$ cat src/logic/rx_path_pkg.sv
// constants, types and functional notes for the receive gain, filter and sample datapath
package rx_path_pkg;
    localparam int SAMPLE_W = 12;
    localparam int REDUCED_W = 5;
    localparam int GAIN_W = 5;
    localparam int TARGET_W = 8;
    localparam int FIFO_DEPTH = 16;
    localparam int CUTOFF_LOW_NUM = 64;
    localparam int CUTOFF_HIGH_NUM = 158;
    localparam int CUTOFF_DEN_BASE = 64;
    // gain code 0 means -6 dB, steps of 2 dB
    localparam logic [4:0] GAIN_CODE_MAX_NARROW = 5'h15;
    localparam logic [4:0] GAIN_CODE_MAX_WIDE = 5'h12;
    localparam int PIN_HOLD_CYCLES = 3;
    localparam int SW_STAGE_DELAY_CYCLES = 7;
    // extra continuous-stage settling for the outside loop, in ns
    localparam int CONT_SETTLE_MIN_NS = 45;
    localparam int CONT_SETTLE_MAX_NS = 70;
    localparam int CLK_PERIOD_NS = 8;
    localparam int CONT_SETTLE_MIN_CYC = (CONT_SETTLE_MIN_NS + CLK_PERIOD_NS - 1) / CLK_PERIOD_NS;
    // high-pass coefficients in q1.17: 0.99994 and 0.98466
    localparam int COEF_FRAC = 17;
    localparam logic signed [18:0] HPF_ZERO_COEF = 19'sh1fff8;
    localparam logic signed [18:0] HPF_POLE_COEF = 19'sh1f825;
    localparam logic signed [SAMPLE_W-1:0] SAMPLE_MAX = 12'sh7ff;
    localparam logic signed [SAMPLE_W-1:0] SAMPLE_MIN = 12'sh800;
    localparam logic [2:0] CONT_STEP_RESET = 3'h0;
    localparam logic [2:0] SW_STEP_RESET = 3'h0;
    typedef enum logic [1:0] {
        PIN_IDLE = 2'b00,
        PIN_HOLD = 2'b01,
        PIN_DONE = 2'b10
    } pin_state_t;
endpackage : rx_path_pkg

$ cat src/logic/sample_fifo.sv
// synchronous valid/ready sample fifo with parameterised width and depth
`timescale 1ns/1ps
module sample_fifo
#(
    parameter int WIDTH = 12,
    parameter int DEPTH = 16
)
(
    // clocking
    input wire logic i_clk,
    input wire logic i_resetn,
    input wire logic i_ce,
    // fill side
    input wire logic i_valid,
    input wire logic [WIDTH-1:0] i_data,
    output logic o_ready,
    // drain side
    output logic o_valid,
    output logic [WIDTH-1:0] o_data,
    input wire logic i_ready
);
    localparam int AW = $clog2(DEPTH);
    logic [WIDTH-1:0] mem_q [DEPTH];
    logic [AW-1:0] wr_q, wr_d, rd_q, rd_d;
    logic [AW:0] cnt_q, cnt_d;
    logic push, pop;

    // pointer and count next state
    always_comb
    begin
        push = i_ce && i_valid && (cnt_q < (AW+1)'(DEPTH));
        pop = i_ce && i_ready && (cnt_q != '0);
        wr_d = push ? wr_q + 1'b1 : wr_q;
        rd_d = pop ? rd_q + 1'b1 : rd_q;
        cnt_d = cnt_q + (AW+1)'(push) - (AW+1)'(pop);
    end

    always_ff @(posedge i_clk or negedge i_resetn)
    begin
        if (!i_resetn)
        begin
            wr_q <= '0;
            rd_q <= '0;
            cnt_q <= '0;
        end
        else
        begin
            wr_q <= wr_d;
            rd_q <= rd_d;
            cnt_q <= cnt_d;
        end
    end

    // storage has no reset; only written entries are ever read
    always_ff @(posedge i_clk)
    begin
        if (push)
            mem_q[wr_q] <= i_data;
    end

    assign o_ready = cnt_q < (AW+1)'(DEPTH);
    assign o_valid = cnt_q != '0;
    assign o_data = mem_q[rd_q];

    chk_fifo_no_overflow: assert property (@(posedge i_clk) disable iff (!i_resetn)
        cnt_q <= (AW+1)'(DEPTH)) else $error("fifo count above depth");
endmodule : sample_fifo

$ cat src/logic/hp_filter.sv
// bypassable single-pole iir high-pass with saturation to the sample range
`timescale 1ns/1ps
module hp_filter
    import rx_path_pkg::*;
(
    // clocking
    input wire logic i_clk,
    input wire logic i_resetn,
    input wire logic i_ce,
    // control
    input wire logic i_bypass,
    // samples
    input wire logic i_valid,
    input wire logic signed [SAMPLE_W-1:0] i_sample,
    output logic o_valid,
    output logic signed [SAMPLE_W-1:0] o_sample
);
    logic signed [SAMPLE_W-1:0] x_prev_q, x_prev_d;
    logic signed [SAMPLE_W+COEF_FRAC:0] y_q, y_d;
    logic signed [SAMPLE_W-1:0] out_q, out_d;
    logic vld_q, vld_d;
    logic signed [SAMPLE_W+COEF_FRAC+20:0] acc;
    logic signed [SAMPLE_W+3:0] y_int;

    // y[n] = x[n] - a0*x[n-1] + p*y[n-1], internal state keeps fraction bits
    always_comb
    begin
        acc = ((SAMPLE_W+COEF_FRAC+21)'(i_sample) <<< COEF_FRAC)
            - (SAMPLE_W+COEF_FRAC+21)'(x_prev_q) * HPF_ZERO_COEF
            + (((SAMPLE_W+COEF_FRAC+21)'(y_q) * HPF_POLE_COEF) >>> COEF_FRAC);
        y_int = (SAMPLE_W+4)'(acc >>> COEF_FRAC);
        x_prev_d = x_prev_q;
        y_d = y_q;
        out_d = out_q;
        vld_d = 1'b0;
        if (i_valid)
        begin
            x_prev_d = i_sample;
            y_d = (SAMPLE_W+COEF_FRAC+1)'(acc);
            vld_d = 1'b1;
            if (y_int > (SAMPLE_W+4)'(SAMPLE_MAX))
                out_d = SAMPLE_MAX;
            else if (y_int < (SAMPLE_W+4)'(SAMPLE_MIN))
                out_d = SAMPLE_MIN;
            else
                out_d = SAMPLE_W'(y_int);
        end
    end

    always_ff @(posedge i_clk or negedge i_resetn)
    begin
        if (!i_resetn)
        begin
            x_prev_q <= '0;
            y_q <= '0;
            out_q <= '0;
            vld_q <= 1'b0;
        end
        else if (i_ce)
        begin
            x_prev_q <= x_prev_d;
            y_q <= y_d;
            out_q <= out_d;
            vld_q <= vld_d;
        end
    end

    // bypass takes the sample straight through, saving the register stage
    assign o_valid = i_bypass ? i_valid : vld_q;
    assign o_sample = i_bypass ? i_sample : out_q;

    chk_hpf_latency_one: assert property (@(posedge i_clk) disable iff (!i_resetn)
        (i_ce && i_valid && !i_bypass) |=> (vld_q || !i_ce)) else $error("filtered sample late");
endmodule : hp_filter

$ cat src/logic/rx_gain_filter_adc_datapath.sv
// receive gain decode, filter control and sample formatting datapath
`timescale 1ns/1ps
module rx_gain_filter_adc_datapath
    import rx_path_pkg::*;
(
    // clocking
    input wire logic i_clk,
    input wire logic i_resetn,
    input wire logic i_ce,
    // configuration
    input wire logic i_lpf_bypass,
    input wire logic i_wide_band,
    input wire logic [TARGET_W-1:0] i_tune_target,
    input wire logic i_hpf_bypass,
    input wire logic i_reduced_mode,
    // gain from the serial register side
    input wire logic i_reg_gain_we,
    input wire logic [GAIN_W-1:0] i_reg_gain,
    // gain from the transmit pins
    input wire logic i_gain_strobe,
    input wire logic i_nibble_phase,
    input wire logic [5:0] i_tx_pins,
    // converter samples, already signed, with over-range flags
    input wire logic i_adc_valid,
    input wire logic signed [SAMPLE_W-1:0] i_adc_sample,
    input wire logic i_adc_over_pos,
    input wire logic i_adc_over_neg,
    // analog controls
    output logic [2:0] o_cont_step,
    output logic [2:0] o_sw_step,
    output logic o_lpf_route_bypass,
    output logic o_lpf_high_band,
    output logic [8:0] o_cutoff_num,
    output logic [8:0] o_cutoff_den,
    output logic [GAIN_W-1:0] o_gain_code,
    output logic o_gain_pulse,
    output logic o_cont_changed,
    // sample stream
    output logic o_valid,
    output logic signed [SAMPLE_W-1:0] o_sample,
    input wire logic i_ready,
    output logic o_overflow
);
    logic [GAIN_W-1:0] gain_q, gain_d;
    logic [2:0] cont_q, cont_d, sw_q, sw_d;
    logic byp_q, byp_d, band_q, band_d;
    logic [8:0] num_q, num_d, den_q, den_d;
    logic pulse_q, pulse_d, cchg_q, cchg_d, ovf_q, ovf_d;
    // settle tracking of a switched-stage-only gain change; the analog delay is fixed,
    // so a plain countdown marks the first sample that carries the new gain
    logic [2:0] sw_wait_q, sw_wait_d;
    logic sw_seen_q, sw_seen_d;
    pin_state_t pin_q, pin_d;
    logic [1:0] hold_q, hold_d;
    logic [GAIN_W-1:0] pin_val_q, pin_val_d;
    logic pin_commit;
    logic [GAIN_W-1:0] new_gain, clamped;
    logic gain_load;
    logic signed [SAMPLE_W-1:0] fmt_sample;
    logic fmt_valid, hp_valid, fifo_ready, f_valid;
    logic signed [SAMPLE_W-1:0] hp_sample, f_data;
    logic valid_q, valid_d;
    logic signed [SAMPLE_W-1:0] samp_q, samp_d;

    // fixed split of a gain code into continuous and switched steps
    function automatic logic [5:0] split_gain(input logic [GAIN_W-1:0] code);
        logic [4:0] db6;
        logic [2:0] c, s;
        db6 = code;
        c = 3'h0;
        s = 3'h0;
        // total dB = 2*code - 6; take whole 6 dB blocks, at most five, into continuous stage
        if (code >= 5'h12)
            c = 3'h5;
        else if (code >= 5'h0f)
            c = 3'h4;
        else if (code >= 5'h0c)
            c = 3'h3;
        else if (code >= 5'h09)
            c = 3'h2;
        else if (code >= 5'h06)
            c = 3'h1;
        // switched index 0..6 is -6..+6 dB, remainder after the continuous part
        s = 3'(db6 - 5'(c) * 5'h3);
        if (s > 3'h6)
            s = 3'h6;
        return {c, s};
    endfunction : split_gain

    // pin capture: strobe high and phase low held for three cycles
    always_comb
    begin
        pin_d = pin_q;
        hold_d = hold_q;
        pin_val_d = i_tx_pins[5:1];
        pin_commit = 1'b0;
        unique case (pin_q)
            PIN_IDLE:
            begin
                hold_d = 2'h1;
                if (i_gain_strobe && !i_nibble_phase)
                    pin_d = PIN_HOLD;
            end
            PIN_HOLD:
            begin
                if (!i_gain_strobe || i_nibble_phase || i_tx_pins[5:1] != pin_val_q)
                    pin_d = PIN_IDLE;
                else if (hold_q == 2'(PIN_HOLD_CYCLES - 1))
                begin
                    pin_commit = 1'b1;
                    pin_d = PIN_DONE;
                end
                else
                    hold_d = hold_q + 2'h1;
            end
            PIN_DONE:
            begin
                if (!i_gain_strobe || i_nibble_phase)
                    pin_d = PIN_IDLE;
            end
            default:
                pin_d = PIN_IDLE;
        endcase
    end

    always_ff @(posedge i_clk or negedge i_resetn)
    begin
        if (!i_resetn)
        begin
            pin_q <= PIN_IDLE;
            hold_q <= 2'h0;
            pin_val_q <= '0;
        end
        else if (i_ce)
        begin
            pin_q <= pin_d;
            hold_q <= hold_d;
            pin_val_q <= pin_val_d;
        end
    end

    // clamp a requested code to the top of the range allowed by the band
    function automatic logic [GAIN_W-1:0] gain_d_src(input logic [GAIN_W-1:0] g, input logic wide);
        logic [GAIN_W-1:0] top;
        top = wide ? GAIN_CODE_MAX_WIDE : GAIN_CODE_MAX_NARROW;
        return (g > top) ? top : g;
    endfunction : gain_d_src

    // gain and filter control; wide band caps the top of the range unless the filter is bypassed
    always_comb
    begin
        gain_load = i_reg_gain_we || pin_commit;
        new_gain = pin_commit ? pin_val_q : i_reg_gain;
        clamped = gain_d_src(new_gain, i_wide_band && !i_lpf_bypass);
        gain_d = gain_load ? clamped : gain_q;
        {cont_d, sw_d} = split_gain(gain_d);
        cchg_d = gain_load && (cont_d != cont_q);
        pulse_d = gain_load;
        byp_d = i_lpf_bypass;
        band_d = i_wide_band;
        num_d = i_wide_band ? 9'(CUTOFF_HIGH_NUM) : 9'(CUTOFF_LOW_NUM);
        den_d = 9'(CUTOFF_DEN_BASE) + 9'(i_tune_target);
        // switched-only change: count down until the new gain shows in the samples
        sw_wait_d = (sw_wait_q != 3'h0) ? sw_wait_q - 3'h1 : 3'h0;
        if (gain_load && (cont_d == cont_q) && (sw_d != sw_q))
            sw_wait_d = 3'(SW_STAGE_DELAY_CYCLES);
        sw_seen_d = (sw_wait_q == 3'h1);
    end

    always_ff @(posedge i_clk or negedge i_resetn)
    begin
        if (!i_resetn)
        begin
            gain_q <= '0;
            cont_q <= CONT_STEP_RESET;
            sw_q <= SW_STEP_RESET;
            byp_q <= 1'b0;
            band_q <= 1'b0;
            num_q <= '0;
            den_q <= '0;
            pulse_q <= 1'b0;
            cchg_q <= 1'b0;
            sw_wait_q <= 3'h0;
            sw_seen_q <= 1'b0;
        end
        else if (i_ce)
        begin
            gain_q <= gain_d;
            cont_q <= cont_d;
            sw_q <= sw_d;
            byp_q <= byp_d;
            band_q <= band_d;
            num_q <= num_d;
            den_q <= den_d;
            pulse_q <= pulse_d;
            cchg_q <= cchg_d;
            sw_wait_q <= sw_wait_d;
            sw_seen_q <= sw_seen_d;
        end
    end

    // saturate over-range codes, then narrow in reduced mode
    always_comb
    begin
        fmt_valid = i_adc_valid && i_ce;
        if (i_adc_over_pos)
            fmt_sample = SAMPLE_MAX;
        else if (i_adc_over_neg)
            fmt_sample = SAMPLE_MIN;
        else
            fmt_sample = i_adc_sample;
        if (i_reduced_mode)
            fmt_sample = {fmt_sample[SAMPLE_W-1 -: REDUCED_W], {(SAMPLE_W-REDUCED_W){1'b0}}};
    end

    hp_filter u_hpf (
        .i_clk(i_clk),
        .i_resetn(i_resetn),
        .i_ce(i_ce),
        .i_bypass(i_hpf_bypass),
        .i_valid(fmt_valid),
        .i_sample(fmt_sample),
        .o_valid(hp_valid),
        .o_sample(hp_sample)
    );

    // the fifo absorbs consumer stalls; a full fifo drops and flags the sample
    sample_fifo #(.WIDTH(SAMPLE_W), .DEPTH(FIFO_DEPTH)) u_fifo (
        .i_clk(i_clk),
        .i_resetn(i_resetn),
        .i_ce(i_ce),
        .i_valid(hp_valid),
        .i_data(hp_sample),
        .o_ready(fifo_ready),
        .o_valid(f_valid),
        .o_data(f_data),
        .i_ready(!valid_q || i_ready)
    );

    // output register; overflow is sticky until reset
    always_comb
    begin
        valid_d = valid_q;
        samp_d = samp_q;
        if (!valid_q || i_ready)
        begin
            valid_d = f_valid;
            samp_d = f_valid ? f_data : samp_q;
        end
        ovf_d = ovf_q || (hp_valid && !fifo_ready);
    end

    always_ff @(posedge i_clk or negedge i_resetn)
    begin
        if (!i_resetn)
        begin
            valid_q <= 1'b0;
            samp_q <= '0;
            ovf_q <= 1'b0;
        end
        else if (i_ce)
        begin
            valid_q <= valid_d;
            samp_q <= samp_d;
            ovf_q <= ovf_d;
        end
    end

    assign o_cont_step = cont_q;
    assign o_sw_step = sw_q;
    assign o_lpf_route_bypass = byp_q;
    assign o_lpf_high_band = band_q;
    assign o_cutoff_num = num_q;
    assign o_cutoff_den = den_q;
    assign o_gain_code = gain_q;
    assign o_gain_pulse = pulse_q;
    assign o_cont_changed = cchg_q;
    assign o_valid = valid_q;
    assign o_sample = samp_q;
    assign o_overflow = ovf_q;

    chk_gain_wide_cap: assert property (@(posedge i_clk) disable iff (!i_resetn)
        (i_ce && gain_load && i_wide_band && !i_lpf_bypass) |=> gain_q <= GAIN_CODE_MAX_WIDE)
        else $error("wide band gain above cap");
    chk_gain_split_sum: assert property (@(posedge i_clk) disable iff (!i_resetn)
        (5'(cont_q) * 5'h3 + 5'(sw_q) == gain_q) || gain_q > 5'h15) else $error("gain split mismatch");
    chk_lpf_bypass_follow: assert property (@(posedge i_clk) disable iff (!i_resetn)
        i_ce |=> o_lpf_route_bypass == $past(i_lpf_bypass)) else $error("bypass not routed");
    chk_cutoff_den_val: assert property (@(posedge i_clk) disable iff (!i_resetn)
        i_ce |=> o_cutoff_den == 9'(CUTOFF_DEN_BASE) + 9'($past(i_tune_target))) else $error("cutoff wrong");
    chk_gain_immediate: assert property (@(posedge i_clk) disable iff (!i_resetn)
        (i_ce && i_reg_gain_we && !pin_commit && !(i_wide_band && !i_lpf_bypass)) |=>
        gain_q == $past(i_reg_gain) || $past(i_reg_gain) > 5'h15)
        else $error("gain not applied");
    chk_pin_three_hold: assert property (@(posedge i_clk) disable iff (!i_resetn)
        pin_commit |-> (pin_q == PIN_HOLD && hold_q == 2'h2)) else $error("pin commit early");
    chk_pin_gain_load: assert property (@(posedge i_clk) disable iff (!i_resetn)
        (i_ce && pin_commit && !(i_wide_band && !i_lpf_bypass)) |=> gain_q == $past(pin_val_q) || $past(pin_val_q) > 5'h15)
        else $error("pin gain lost");
    chk_ovf_sticky: assert property (@(posedge i_clk) disable iff (!i_resetn)
        ovf_q |=> ovf_q) else $error("overflow flag cleared");
    cov_pin_write: cover property (@(posedge i_clk) pin_commit);
    cov_cont_change: cover property (@(posedge i_clk) o_cont_changed);
    cov_fifo_full: cover property (@(posedge i_clk) !fifo_ready);
    cov_sw_settle: cover property (@(posedge i_clk) disable iff (!i_resetn) sw_seen_q);
endmodule : rx_gain_filter_adc_datapath

$ cat config.mk
export PLATFORM = sky130hd
export DESIGN_NAME = rx_gain_filter_adc_datapath
export DESIGN_NICKNAME = d
export VERILOG_FILES = /design/src/logic/rx_path_pkg.sv /design/src/logic/sample_fifo.sv /design/src/logic/hp_filter.sv /design/src/logic/rx_gain_filter_adc_datapath.sv
export SDC_FILE = /design/constraint.sdc
export NUM_CORES = 1
export LEC_CHECK = 0
export BUFFER_PORTS_ARGS = -buffer_cell sky130_fd_sc_hd__buf_2
export CORE_UTILIZATION = 64
export DETAILED_ROUTE_END_ITERATION = 10
export PLACE_DENSITY = 0.8
export SYNTH_ARGS = -nofsm -noshare
export SYNTH_HDL_FRONTEND = slang
export SYNTH_HIERARCHICAL = 1
export SYNTH_SLANG_ARGS = --single-unit
export TNS_END_PERCENT = 100
$ cat constraint.sdc
create_clock -name i_clk -period 11 [get_ports i_clk]
set_input_delay 2.75 -clock i_clk [delete_from_list [all_inputs] [get_ports i_clk]]
set_output_delay 2.75 -clock i_clk [all_outputs]
set_load 0.03 [all_outputs]
* Yosys cells after proc, flatten, opt, wreduce, memory -nomap -nowiden
Memories as Yosys holds them, arrays and structs flattened. A register that Yosys moved wholly into a read port is not among the register bits. Index checks and enable logic that the tools add are counted. Widths: inputs -> output; s select.
Cells by class: multiply operators 3, reductions and logical operators 28, add/sub/neg operators 9, order comparisons 10, equal/unequal tests 10, muxes and demuxes 32
Operators with widths (number):
- $mux 12 | 5
- $mul 30x18->48 const B | 1
- $add 31x31->32 | 1
- $sub 29x30->31 | 1
- $mul 12x15->27 const B | 1
- $gt 16x12->1 const B | 1
- $lt 16x12->1 const B | 1
- $mux 2 | 8
- $ge 5x4->1 const B | 3
- $mux 5 | 3
- $mux 3 | 4
- $add 7x8->9 const A | 1
- $logic_and 1x1->1 | 9
- $add 4x1->4 const B | 2
- $mux 1 | 8
- $mux 8 | 1
- $ne 2x2->1 const B | 4
- $reduce_and 4->1 | 2
- $mux 7 | 1
- $logic_not 1->1 | 6
- $pmux 2 s3 | 1
- $add 5x1->5 | 1
- $ge 5x3->1 const B | 1
- $ge 5x5->1 const B | 1
- 19 further kinds | 25
Word-level totals: memory bits (writable) 192, word-level logic and storage cells 114, output and inout bits 47, bits in registers 112, input port bits 45, memories 1
Memories:
- u_fifo.mem_q | words 16, width 12, read ports 1, clocked after Yosys merged registers in 1, write ports 1, RTL line sample_fifo.sv:23 | logic [WIDTH-1:0] mem_q [DEPTH];

* Depth between registers and ports, before layout
Gate-level depths: netlist of the first run.
depth after elaboration 19, gate-level depth with buffers 39, depth with buffers taken out 37

* Modules after synthesis
Netlist of the first run, hierarchy kept.
Modules (own cells, without submodules):
- hp_filter | seq. area each 1376.3 µm², area each 16585.9 µm², cells an instance 1742, times used 1
- sample_fifo | seq. area each 6090.8 µm², area each 8015.2 µm², cells an instance 376, times used 1
- rx_gain_filter_adc_datapath | seq. area each 1201.2 µm², area each 2807.7 µm², cells an instance 270, times used 1

* Worst setup path before layout of the first run
OpenSTA, ideal clock, no wires.
path kind register to register, from reg u_hpf.y_q[3], to reg u_hpf.out_q[4], clock period less this slack 8959 ps, required time 10860 ps, arrival 8819 ps, path slack 2041 ps, stages on the path, launching flop included 37, path buffers 1, library setup time 140 ps, path through dfrtp_1 inv_1 fa_1 fa_1 inv_1 fa_1 fa_1 inv_1 fa_1 fa_1 inv_1 ha_1 a211oi_2 a32oi_1 a221o_1 a31oi_1 o32ai_1 nor2_1 nor2_1 o21a_1 o21ai_0 nand2b_1 xnor2_1 fa_1 inv_1 ha_1 inv_1 o21bai_1 or4_1 a211o_1 a31o_1 a2111oi_2 or3_2 xnor2_2 o311ai_4 buf_6 o311ai_1
On the way: cells in the longest elaborated chain, start to end 5, elaborated cells between the ends (all ways) 6, classes of those cells 1 x add/sub; 1 x mul; 2 x order compare; 2 x mux
RTL lines:
- from (decl) | RTL line hp_filter.sv:19 | logic signed [SAMPLE_W+COEF_FRAC:0] y_q, y_d;
- from (signal assigned) | RTL line hp_filter.sv:62 | y_q <= y_d;
- $mul 30x18->48 * | RTL line hp_filter.sv:30 | + (((SAMPLE_W+COEF_FRAC+21)'(y_q) * HPF_POLE_COEF) >>> COEF_FRAC);
- $add 31x31->32 * | RTL line hp_filter.sv:30
- $lt 16x12->1 | RTL line hp_filter.sv:43 | else if (y_int < (SAMPLE_W+4)'(SAMPLE_MIN))
- $mux 12 | RTL line hp_filter.sv:43
- $mux 12 * | RTL line hp_filter.sv:41 | if (y_int > (SAMPLE_W+4)'(SAMPLE_MAX))
- to (signal assigned) | RTL line hp_filter.sv:63 | out_q <= out_d;
- to (decl) | RTL line hp_filter.sv:20 | logic signed [SAMPLE_W-1:0] out_q, out_d;
Every way passes the cells marked *; elsewhere a longest branch is shown, timed or not. A chain may end at the register's enable or synchronous reset.

* Worst setup path in the final report of the first run
from reg u_hpf.y_q[3], to reg u_hpf.out_q[2]
Same word-level chain as after synthesis.

==> flow_metrics.env, run 1 <==
export IMPL_synth_area_leaders="edfxtp_1 (21%), fa_1 (20%), ha_1 (16%)"
export IMPL_antenna_found_initial=0
export IMPL_fin_ws_ps=621
export IMPL_place_area_mm2=0.0284
export IMPL_outcome="completed"
export IMPL_drive_gt1_frac=0.111
export IMPL_grt_usage=0.278
export IMPL_die_area_mm2=0.0437
export IMPL_synth_edff_count=192
export IMPL_start_util=0.651
export IMPL_drtIter0Drc=1107
export IMPL_synth_top_area_share=0.210
export IMPL_fp_dieW_um=209
export IMPL_grt_max_degree=79
export IMPL_ys_top_cells_by_count="inv_1 (513), ha_1 (351), fa_1 (275)"
export IMPL_htreeDepth=1
export IMPL_postCtsResizedCells=0
export IMPL_num_io_pins=92
export IMPL_dp_slack_ps=632
export IMPL_ys_seq_elements=308
export IMPL_synth_cell_types=95
export IMPL_vias=17500
export IMPL_drcViolationCount=0
export IMPL_gr_total_overflow=0
export IMPL_fmax_ghz=0.0963
export IMPL_dpl_hpwl_um=45100
export IMPL_setup_viol=0
export IMPL_async_flop_share=0.377
export IMPL_clkLatencyLatePin_ps=560
export IMPL_synth_ff_type="edfxtp_1"
export IMPL_grt_pass1_vias=18700
export IMPL_cts_tree="yes"
export IMPL_rsz0062_at_grt="no"
export IMPL_maxCapViolCount=0
export IMPL_skew_ps=9.86
export IMPL_seq_area_frac_synth=0.316
export IMPL_numCtsBuffers=31
export IMPL_arrival_ps=10780
export IMPL_synth_cells=2388
export IMPL_viasPerCell=5.79
export IMPL_nets=3140
export IMPL_port_buffers=87
export IMPL_worst_slew_pin_slew_ps=1120
export IMPL_fp_dieH_um=209
export IMPL_drt_total_wl_um=58100
export IMPL_wire_per_inst_um=19.2
export IMPL_critPathMaxFanout=11
export IMPL_min_period_ps=10380
export IMPL_min_period_over_period=0.944
export IMPL_max_slew_margin=0.249
export IMPL_syn_cell_area_mm2=0.0274
export IMPL_core_mm2=0.0421
export IMPL_grt_pass1_wl_um=96200
export IMPL_final_area_mm2=0.0293
export IMPL_endpoint_kind="register"
export IMPL_synth_most_common_cell="inv_1"
export IMPL_crit_path_start_kind="register"
export IMPL_postCtsHoldBufs=0
export IMPL_critPathRequiredTime_ps=11400
export IMPL_cts_sinks=308
export IMPL_cts_root_buf="clkbuf_16"
export IMPL_whs_ps=490
export IMPL_hold_violations=0
export IMPL_yosysTopAreaCell="edfxtp_1"
export IMPL_drtPass1Iterations=7
export IMPL_post_cts_buffers=0
export IMPL_gp_congestion=0.932
export IMPL_postSynthAreaPerCell_um2=11.5
export IMPL_crit_type="reg2reg"
export IMPL_path_common_cell="fa_1"
export IMPL_slowest_delay_ps=670
export IMPL_diodes=0
export IMPL_crit_slowest_cell="o32ai_1"
export IMPL_syn_to_final_growth_pct=7.08
export IMPL_synth_warning_count=6
export IMPL_fillers=2865
export IMPL_clkTransAtPathRegs_ps=60
export IMPL_worstHoldPathType="reg2reg"
export IMPL_finalSetupTns_ps=0
export IMPL_rows=75
export IMPL_clk_path_buf_depth=3
export IMPL_drtAntennaViolNets=0
export IMPL_final_max_slew_viol_count=0
-- kinds of logic after synthesis --
logic type | Yosys count | share of synthesized area
adders and majority gates | 626 | 0.361
buffers and inverters | 566 | 0.0797
AOI/OAI and AO/OA | 362 | 0.0915
and+or+nand+nor | 334 | 0.0603
DFF | 308 | 0.316
muxes | 102 | 0.0619
xor gates and xnor gates | 89 | 0.0290
other | 1 | 0.000137
-- final timing paths --
path | from | to | slack (ps) | cells past startpoint
worst max-delay path | u_hpf/y_q[3] | u_hpf/out_q[2] | 620 | 33
worst min-delay path | u_hpf/out_q[11] | u_hpf/out_q[11] | 490 | 2
worst max register to register | u_hpf/y_q[3] | u_hpf/out_q[2] | 620 | 33
worst min register to register | u_hpf/out_q[11] | u_hpf/out_q[11] | 490 | 2
max in group asynchronous | i_resetn | u_hpf/out_q[1] | 7340 | 2
min in group asynchronous | i_resetn | o_gain_code[0] | 2220 | 1
-- metrics by stage --
stage	utilization	cells
2_1_floorplan	-	2390
3_3_place_gp	0.673	2975
3_5_place_dp	0.673	2975
4_1_cts	0.696	3031
5_1_grt	0.697	3031
6_report	0.697	3031
-- cell type report --
class                   count  area, um^2  area share
clock buffers              31         776      0.0264
repair buffers             99         528      0.0180
clock inverters            25         198     0.00674
multi-input cells        1516       16600       0.565
well taps                 539         674      0.0230
inverters                 513        1930      0.0656
flip-flops and latches    308        8670       0.295
-- state kept, by name (all words and copies together) (netlist names), 3 cells and up --
signal and flops:
o_sw_step 3, u_hpf/x_prev_q 12, u_fifo/cnt_q 5, u_fifo/mem_q 192, o_cont_step 3, o_sample 12, o_gain_code 5, u_fifo/rd_q 4
u_hpf/out_q 12, pin_val_q 5, o_cutoff_den 9, u_hpf/y_q 30, u_fifo/wr_q 4
-- worst max-delay path, delay by kind of cell (launching register included) --
family	cells	cell delay, ps
XOR/XNOR	2	400
AND/OR/NAND/NOR	6	1180
AO/OA/AOI/OAI	12	3340
adder cells (fa/ha/maj)	9	4380
buffers and inverters	4	320
flip-flops	1	590
-- cell usage in the layout, fill, tap and decap left out, drive strengths merged, types with 7 or more instances in the layout --
| cell type | count |
|---|---|
| a211oi | 7 |
| inv | 515 |
| edfxtp | 192 |
| o21a | 18 |
| nor2 | 65 |
| o211ai | 7 |
| mux4 | 48 |
| a21oi | 76 |
| mux2 | 44 |
| o21ai | 82 |
| nand2 | 117 |
| clkbuf | 31 |
| xor2 | 38 |
| nand4 | 13 |
| a31oi | 10 |
| fa | 275 |
| a22oi | 25 |
| mux2i | 10 |
| clkinv | 14 |
| nor2b | 12 |
| o21bai | 11 |
| and3 | 11 |
| ha | 351 |
| nor3 | 24 |
| nand2b | 22 |
| xnor2 | 51 |
| o311ai | 7 |
| nand3 | 16 |
| a211o | 7 |
| a21o | 57 |
| buf | 99 |
| and2 | 24 |
| dfrtp | 116 |
| clkinvlp | 7 |
| or3 | 8 |
| o31ai | 10 |
-- per-layer routing --
layer  GRT usage  vias up  share of wire
met5           0        -              0
met4      0.0781        0          0.028
met3      0.0252       93          0.042
met2       0.502      429           0.52
met1       0.358     8829           0.41
li1            -     8192              -
Power of run 1 is not shown: default switching activity piles up to over one toggle a cycle in this logic, so the estimate is an artifact.
==> run 2, diff against run 1 <==
Settings changed: CORE_UTILIZATION 64 to 50, CTS_CLUSTER_SIZE set to 28, PLACE_DENSITY 0.8 to 0.64.
==> flow_metrics.env, run 2 (synthesis gave the netlist of run 1 again) <==
export IMPL_port_buffers=87
export IMPL_grt_max_degree=79
export IMPL_rows=85
export IMPL_path_buf_inv=6
export IMPL_clk_path_buf_depth=3
export IMPL_crit_type="reg2reg"
export IMPL_rsz0062_at_grt="no"
export IMPL_worst_slew_pin_slew_ps=994
export IMPL_drcViolationCount=0
export IMPL_syn_to_final_growth_pct=8.90
export IMPL_drt_total_wl_um=58600
export IMPL_critPathMaxFanout=7
export IMPL_min_period_over_period=0.953
export IMPL_start_util=0.507
export IMPL_cts_sinks=308
export IMPL_setup_viol=0
export IMPL_core_mm2=0.0540
export IMPL_fp_dieH_um=236
export IMPL_die_area_mm2=0.0558
export IMPL_cts_tree="yes"
export IMPL_drtAntennaViolNets=0
export IMPL_drtPass1Iterations=5
export IMPL_fp_dieW_um=236
export IMPL_hold_violations=0
export IMPL_grt_usage=0.216
export IMPL_fin_ws_ps=520
export IMPL_dp_slack_ps=424
export IMPL_maxCapViolCount=0
export IMPL_critPathRequiredTime_ps=11380
export IMPL_layout_cells_non_filler=3204
export IMPL_cts_root_buf="clkbuf_16"
export IMPL_slowest_delay_ps=700
export IMPL_clkLatencyLatePin_ps=540
export IMPL_wire_per_inst_um=18.3
export IMPL_crit_family="compound AO/OA/AOI/OAI gates"
export IMPL_gr_total_overflow=0
export IMPL_largest_register="u_fifo/mem_q"
export IMPL_num_io_pins=92
export IMPL_final_max_slew_viol_count=0
export IMPL_clkTransAtPathRegs_ps=60
export IMPL_path_common_cell="inv_1"
export IMPL_dpl_hpwl_um=46300
export IMPL_vias=17200
export IMPL_endpoint_kind="register"
export IMPL_drive_gt1_frac=0.116
export IMPL_crit_path_start_kind="register"
export IMPL_max_slew_margin=0.336
export IMPL_skew_ps=20.8
export IMPL_drtIter0Drc=711
export IMPL_final_cell_mix="inv_1 (513), ha_1 (351), fa_1 (275)"
export IMPL_fin_util=0.552
export IMPL_min_period_ps=10480
export IMPL_numCtsBuffers=36
export IMPL_crit_slowest_cell="a2111oi_1"
export IMPL_grt_pass1_wl_um=95400
export IMPL_worstHoldPathType="reg2reg"
export IMPL_fmax_ghz=0.0954
export IMPL_grt_pass1_vias=18400
export IMPL_diodes=0
export IMPL_postCtsHoldBufs=0
export IMPL_viasPerCell=5.35
export IMPL_dpl_cell_count=3138
export IMPL_outcome="completed"
export IMPL_top_regs="u_fifo/mem_q (192), u_hpf/y_q (30)"
export IMPL_finalSetupTns_ps=0
export IMPL_largest_register_ff_count=192
export IMPL_antenna_found_initial=1
export IMPL_htreeDepth=2
export IMPL_nets=3151
export IMPL_gp_congestion=0.896
export IMPL_arrival_ps=10860
export IMPL_final_common_cell="inv_1"
run 2: cell count changes in the layout (fill, tap and decap cells not counted), sizes merged:
cell,delta
clkbuf,+12
clkinvlp,-6
bufinv,+3
buf,+6
clkinv,+1
run 2: cell type report:
cell class,count,area (um^2)
clock buffer,43,957
clock inverter,23,270
fill,4589,24200
inverter,513,1930
multi-input combinational,1516,16600
sequential,308,8670
tap,696,871
timing repair buffer,105,573
run 2: worst paths after layout:
kind / from / endpoint / slack (ps) / cells past startpoint
max: u_hpf/y_q[4] / u_hpf/out_q[3] / 520 / 37
min: o_overflow / o_overflow / 470 / 1
max reg2reg: u_hpf/y_q[4] / u_hpf/out_q[3] / 520 / 37
min reg2reg: o_overflow / o_overflow / 470 / 1
max in group asynchronous: i_resetn / u_hpf/y_q[3] / 7370 / 2
min in group asynchronous: i_resetn / o_gain_code[3] / 2250 / 1
run 2: worst register-to-register path, delay by kind of cell (launching register included):
family,cells,cell delay (ps)
flip-flops,1,600
AND/OR/NAND/NOR,4,790
adder cells (fa/ha/maj),9,3910
AO/OA/AOI/OAI,17,4370
XOR/XNOR,1,170
buffers and inverters,6,500
run 2: metal layers:
metal | global-route usage | vias up | part of all wire
met4 | 0.0545 | 2 | 0.021
li1 | - | 8211 | -
met1 | 0.278 | 8593 | 0.44
met2 | 0.390 | 277 | 0.51
met3 | 0.0224 | 73 | 0.029
met5 | 0 | - | 0.00022
run 2: repair_timing:
action	in CTS	in global routing
buffers inserted	0	0
setup endpoints to repair	0	11
gates resized for setup	0	3
run 2: per-stage QoR:
| step | hold slack, ps | cell area (um^2) |
|---|---|---|
| after floorplan | 446 | 27400 |
| after global placement | 459 | 28600 |
| after detailed placement | 457 | 28600 |
| after CTS | 474 | 29800 |
| after global routing | 504 | 29800 |
| final | 471 | 29800 |
Power of run 2 is left out for the same reason.
==> run 3, diff against run 2 <==
Settings changed: ABC_AREA set to 1.
==> flow_metrics.env, run 3 <==
export IMPL_outcome="completed"
export IMPL_grt_pass1_vias=21900
export IMPL_crit_path_start_kind="register"
export IMPL_rows=88
export IMPL_drt_total_wl_um=69400
export IMPL_maxCapViolCount=0
export IMPL_vias=21100
export IMPL_crit_slowest_cell="dfrtp_1"
export IMPL_viasPerCell=5.11
export IMPL_synth_warning_count=6
export IMPL_endpoint_kind="register"
export IMPL_drtPass1Iterations=6
export IMPL_final_common_cell="inv_1"
export IMPL_ys_seq_elements=308
export IMPL_async_flop_share=0.377
export IMPL_min_period_ps=9290
export IMPL_final_cell_mix="inv_1 (786), nand2_1 (545), ha_1 (351)"
export IMPL_htreeDepth=2
export IMPL_gp_congestion=0.923
export IMPL_grt_pass1_wl_um=112000
export IMPL_ys_top_cells_by_count="inv_1 (786), nand2_1 (545), ha_1 (351)"
export IMPL_port_buffers=87
export IMPL_finalSetupTns_ps=0
export IMPL_fp_dieH_um=244
export IMPL_seq_area_frac_synth=0.295
export IMPL_syn_to_final_growth_pct=7.87
export IMPL_hold_violations=0
export IMPL_regToRegSetupSlack_ps=1710
export IMPL_die_area_mm2=0.0597
export IMPL_synth_cells=3262
export IMPL_grt_usage=0.239
export IMPL_final_max_slew_viol_count=0
export IMPL_postCtsResizedCells=0
export IMPL_yosysTopAreaCell="edfxtp_1"
export IMPL_postSynthAreaPerCell_um2=9.00
export IMPL_core_mm2=0.0579
export IMPL_critPathMaxFanout=11
export IMPL_synth_top_area_share=0.196
export IMPL_syn_cell_area_mm2=0.0294
export IMPL_start_util=0.507
export IMPL_post_cts_buffers=0
export IMPL_skew_ps=21.0
export IMPL_synth_ff_type="edfxtp_1"
export IMPL_dpl_hpwl_um=53700
export IMPL_largest_register="u_fifo/mem_q"
export IMPL_crit_type="reg2reg"
export IMPL_gr_total_overflow=0
export IMPL_synth_edff_count=192
export IMPL_drive_gt1_frac=0.0818
export IMPL_synth_cell_types=61
export IMPL_cts_tree="yes"
export IMPL_slowest_delay_ps=680
export IMPL_clkLatencyLatePin_ps=580
export IMPL_critPathRequiredTime_ps=11430
export IMPL_num_io_pins=92
export IMPL_path_common_cell="fa_1"
export IMPL_cts_root_buf="clkbuf_16"
export IMPL_rsz0062_at_grt="no"
export IMPL_largest_register_ff_count=192
export IMPL_clkTransAtPathRegs_ps=60
export IMPL_worstHoldPathType="reg2reg"
export IMPL_fillers=5172
export IMPL_drtAntennaViolNets=0
export IMPL_cts_sinks=308
export IMPL_drtIter0Drc=1163
export IMPL_fmax_ghz=0.108
export IMPL_min_period_over_period=0.845
export IMPL_arrival_ps=9730
export IMPL_synth_most_common_cell="inv_1"
export IMPL_setup_viol=0
export IMPL_drcViolationCount=0
export IMPL_top_regs="u_fifo/mem_q (192), u_hpf/y_q (30)"
export IMPL_wire_per_inst_um=16.8
export IMPL_synth_area_leaders="edfxtp_1 (20%), fa_1 (19%), ha_1 (15%)"
export IMPL_fp_dieW_um=244
export IMPL_postCtsHoldBufs=0
export IMPL_numCtsBuffers=38
export IMPL_antenna_found_initial=0
export IMPL_worst_slew_pin_slew_ps=1260
export IMPL_clk_path_buf_depth=3
export IMPL_max_slew_margin=0.160
export IMPL_grt_max_degree=65
export IMPL_nets=4004
[run 3: cell types whose count changed after synthesis, moves of 24 or more]
cell	before	now
nand2_1	117	545
nor2_1	63	134
a22oi_1	25	0
mux4_2	48	0
nand3_1	16	217
a21o_1	57	4
mux2_2	42	12
and2_1	24	0
a21oi_1	75	143
nand2_2	0	37
inv_1	513	786
o21ai_0	74	109
[run 3: routing by layer]
layer  track usage  routed length (um)  vias to the layer above
met5             0                   0                        -
met4        0.0798                2250                        0
met3        0.0297                2890                      119
met2         0.408               33400                      395
met1         0.314               30900                    10300
li1              -                   -                    10300
[run 3: path summary, 6_finish.rpt]
kind,from,to,cells past startpoint
setup / recovery,u_hpf/y_q[11],u_hpf/out_q[0],35
hold reg to reg,o_cutoff_den[3],o_cutoff_den[3],2
min in group asynchronous,i_resetn,pin_val_q[2],1
setup reg to reg,u_hpf/y_q[11],u_hpf/out_q[0],35
hold / removal,o_cutoff_den[3],o_cutoff_den[3],2
max in group asynchronous,i_resetn,u_hpf/y_q[25],2
[run 3: final cells by class]
cell class | count | area, um^2 | share of cell area
inverter | 799 | 3000 | 0.0947
clock inverter | 20 | 195 | 0.00616
timing repair buffer | 100 | 536 | 0.0169
clock buffer | 49 | 1010 | 0.0320
tap | 765 | 957 | 0.0302
multi-input combinational | 2086 | 17300 | 0.546
sequential | 308 | 8670 | 0.274
antenna | 1 | 2.50 | 0.0000790
[run 3: cells by family after synthesis]
logic type | count (synthesis) | synth area share
flip-flops | 308 | 0.295
buffers and inverters | 870 | 0.117
multiplexers | 12 | 0.00460
adder cells (fa/ha/maj) | 626 | 0.337
AND/OR/NAND/NOR | 1025 | 0.155
other | 1 | 0.000128
XOR/XNOR | 93 | 0.0277
AO/OA/AOI/OAI | 327 | 0.0628
[run 3: stage by stage]
stage	hold slack [ps]	cells	instance area, um^2	setup WS [ps]	util
floorplan	450	3264	29400	3180	-
global placement	451	4058	30500	1760	0.526
detailed placement	461	4058	30500	1690	0.526
CTS	473	4127	31700	1690	0.547
global route	500	4127	31700	1200	0.547
finish	473	4128	31700	1710	0.547
[run 3: worst max-delay path, delay by kind of cell, from the launching register on]
kind | cells | cell delay, ps
adder cells (fa/ha/maj) | 9 | 4210
buffers and inverters | 6 | 530
flip-flops | 1 | 680
XOR/XNOR | 1 | 300
AO/OA/AOI/OAI | 11 | 2300
AND/OR/NAND/NOR | 8 | 1110
Power of run 3 is left out for the same reason.
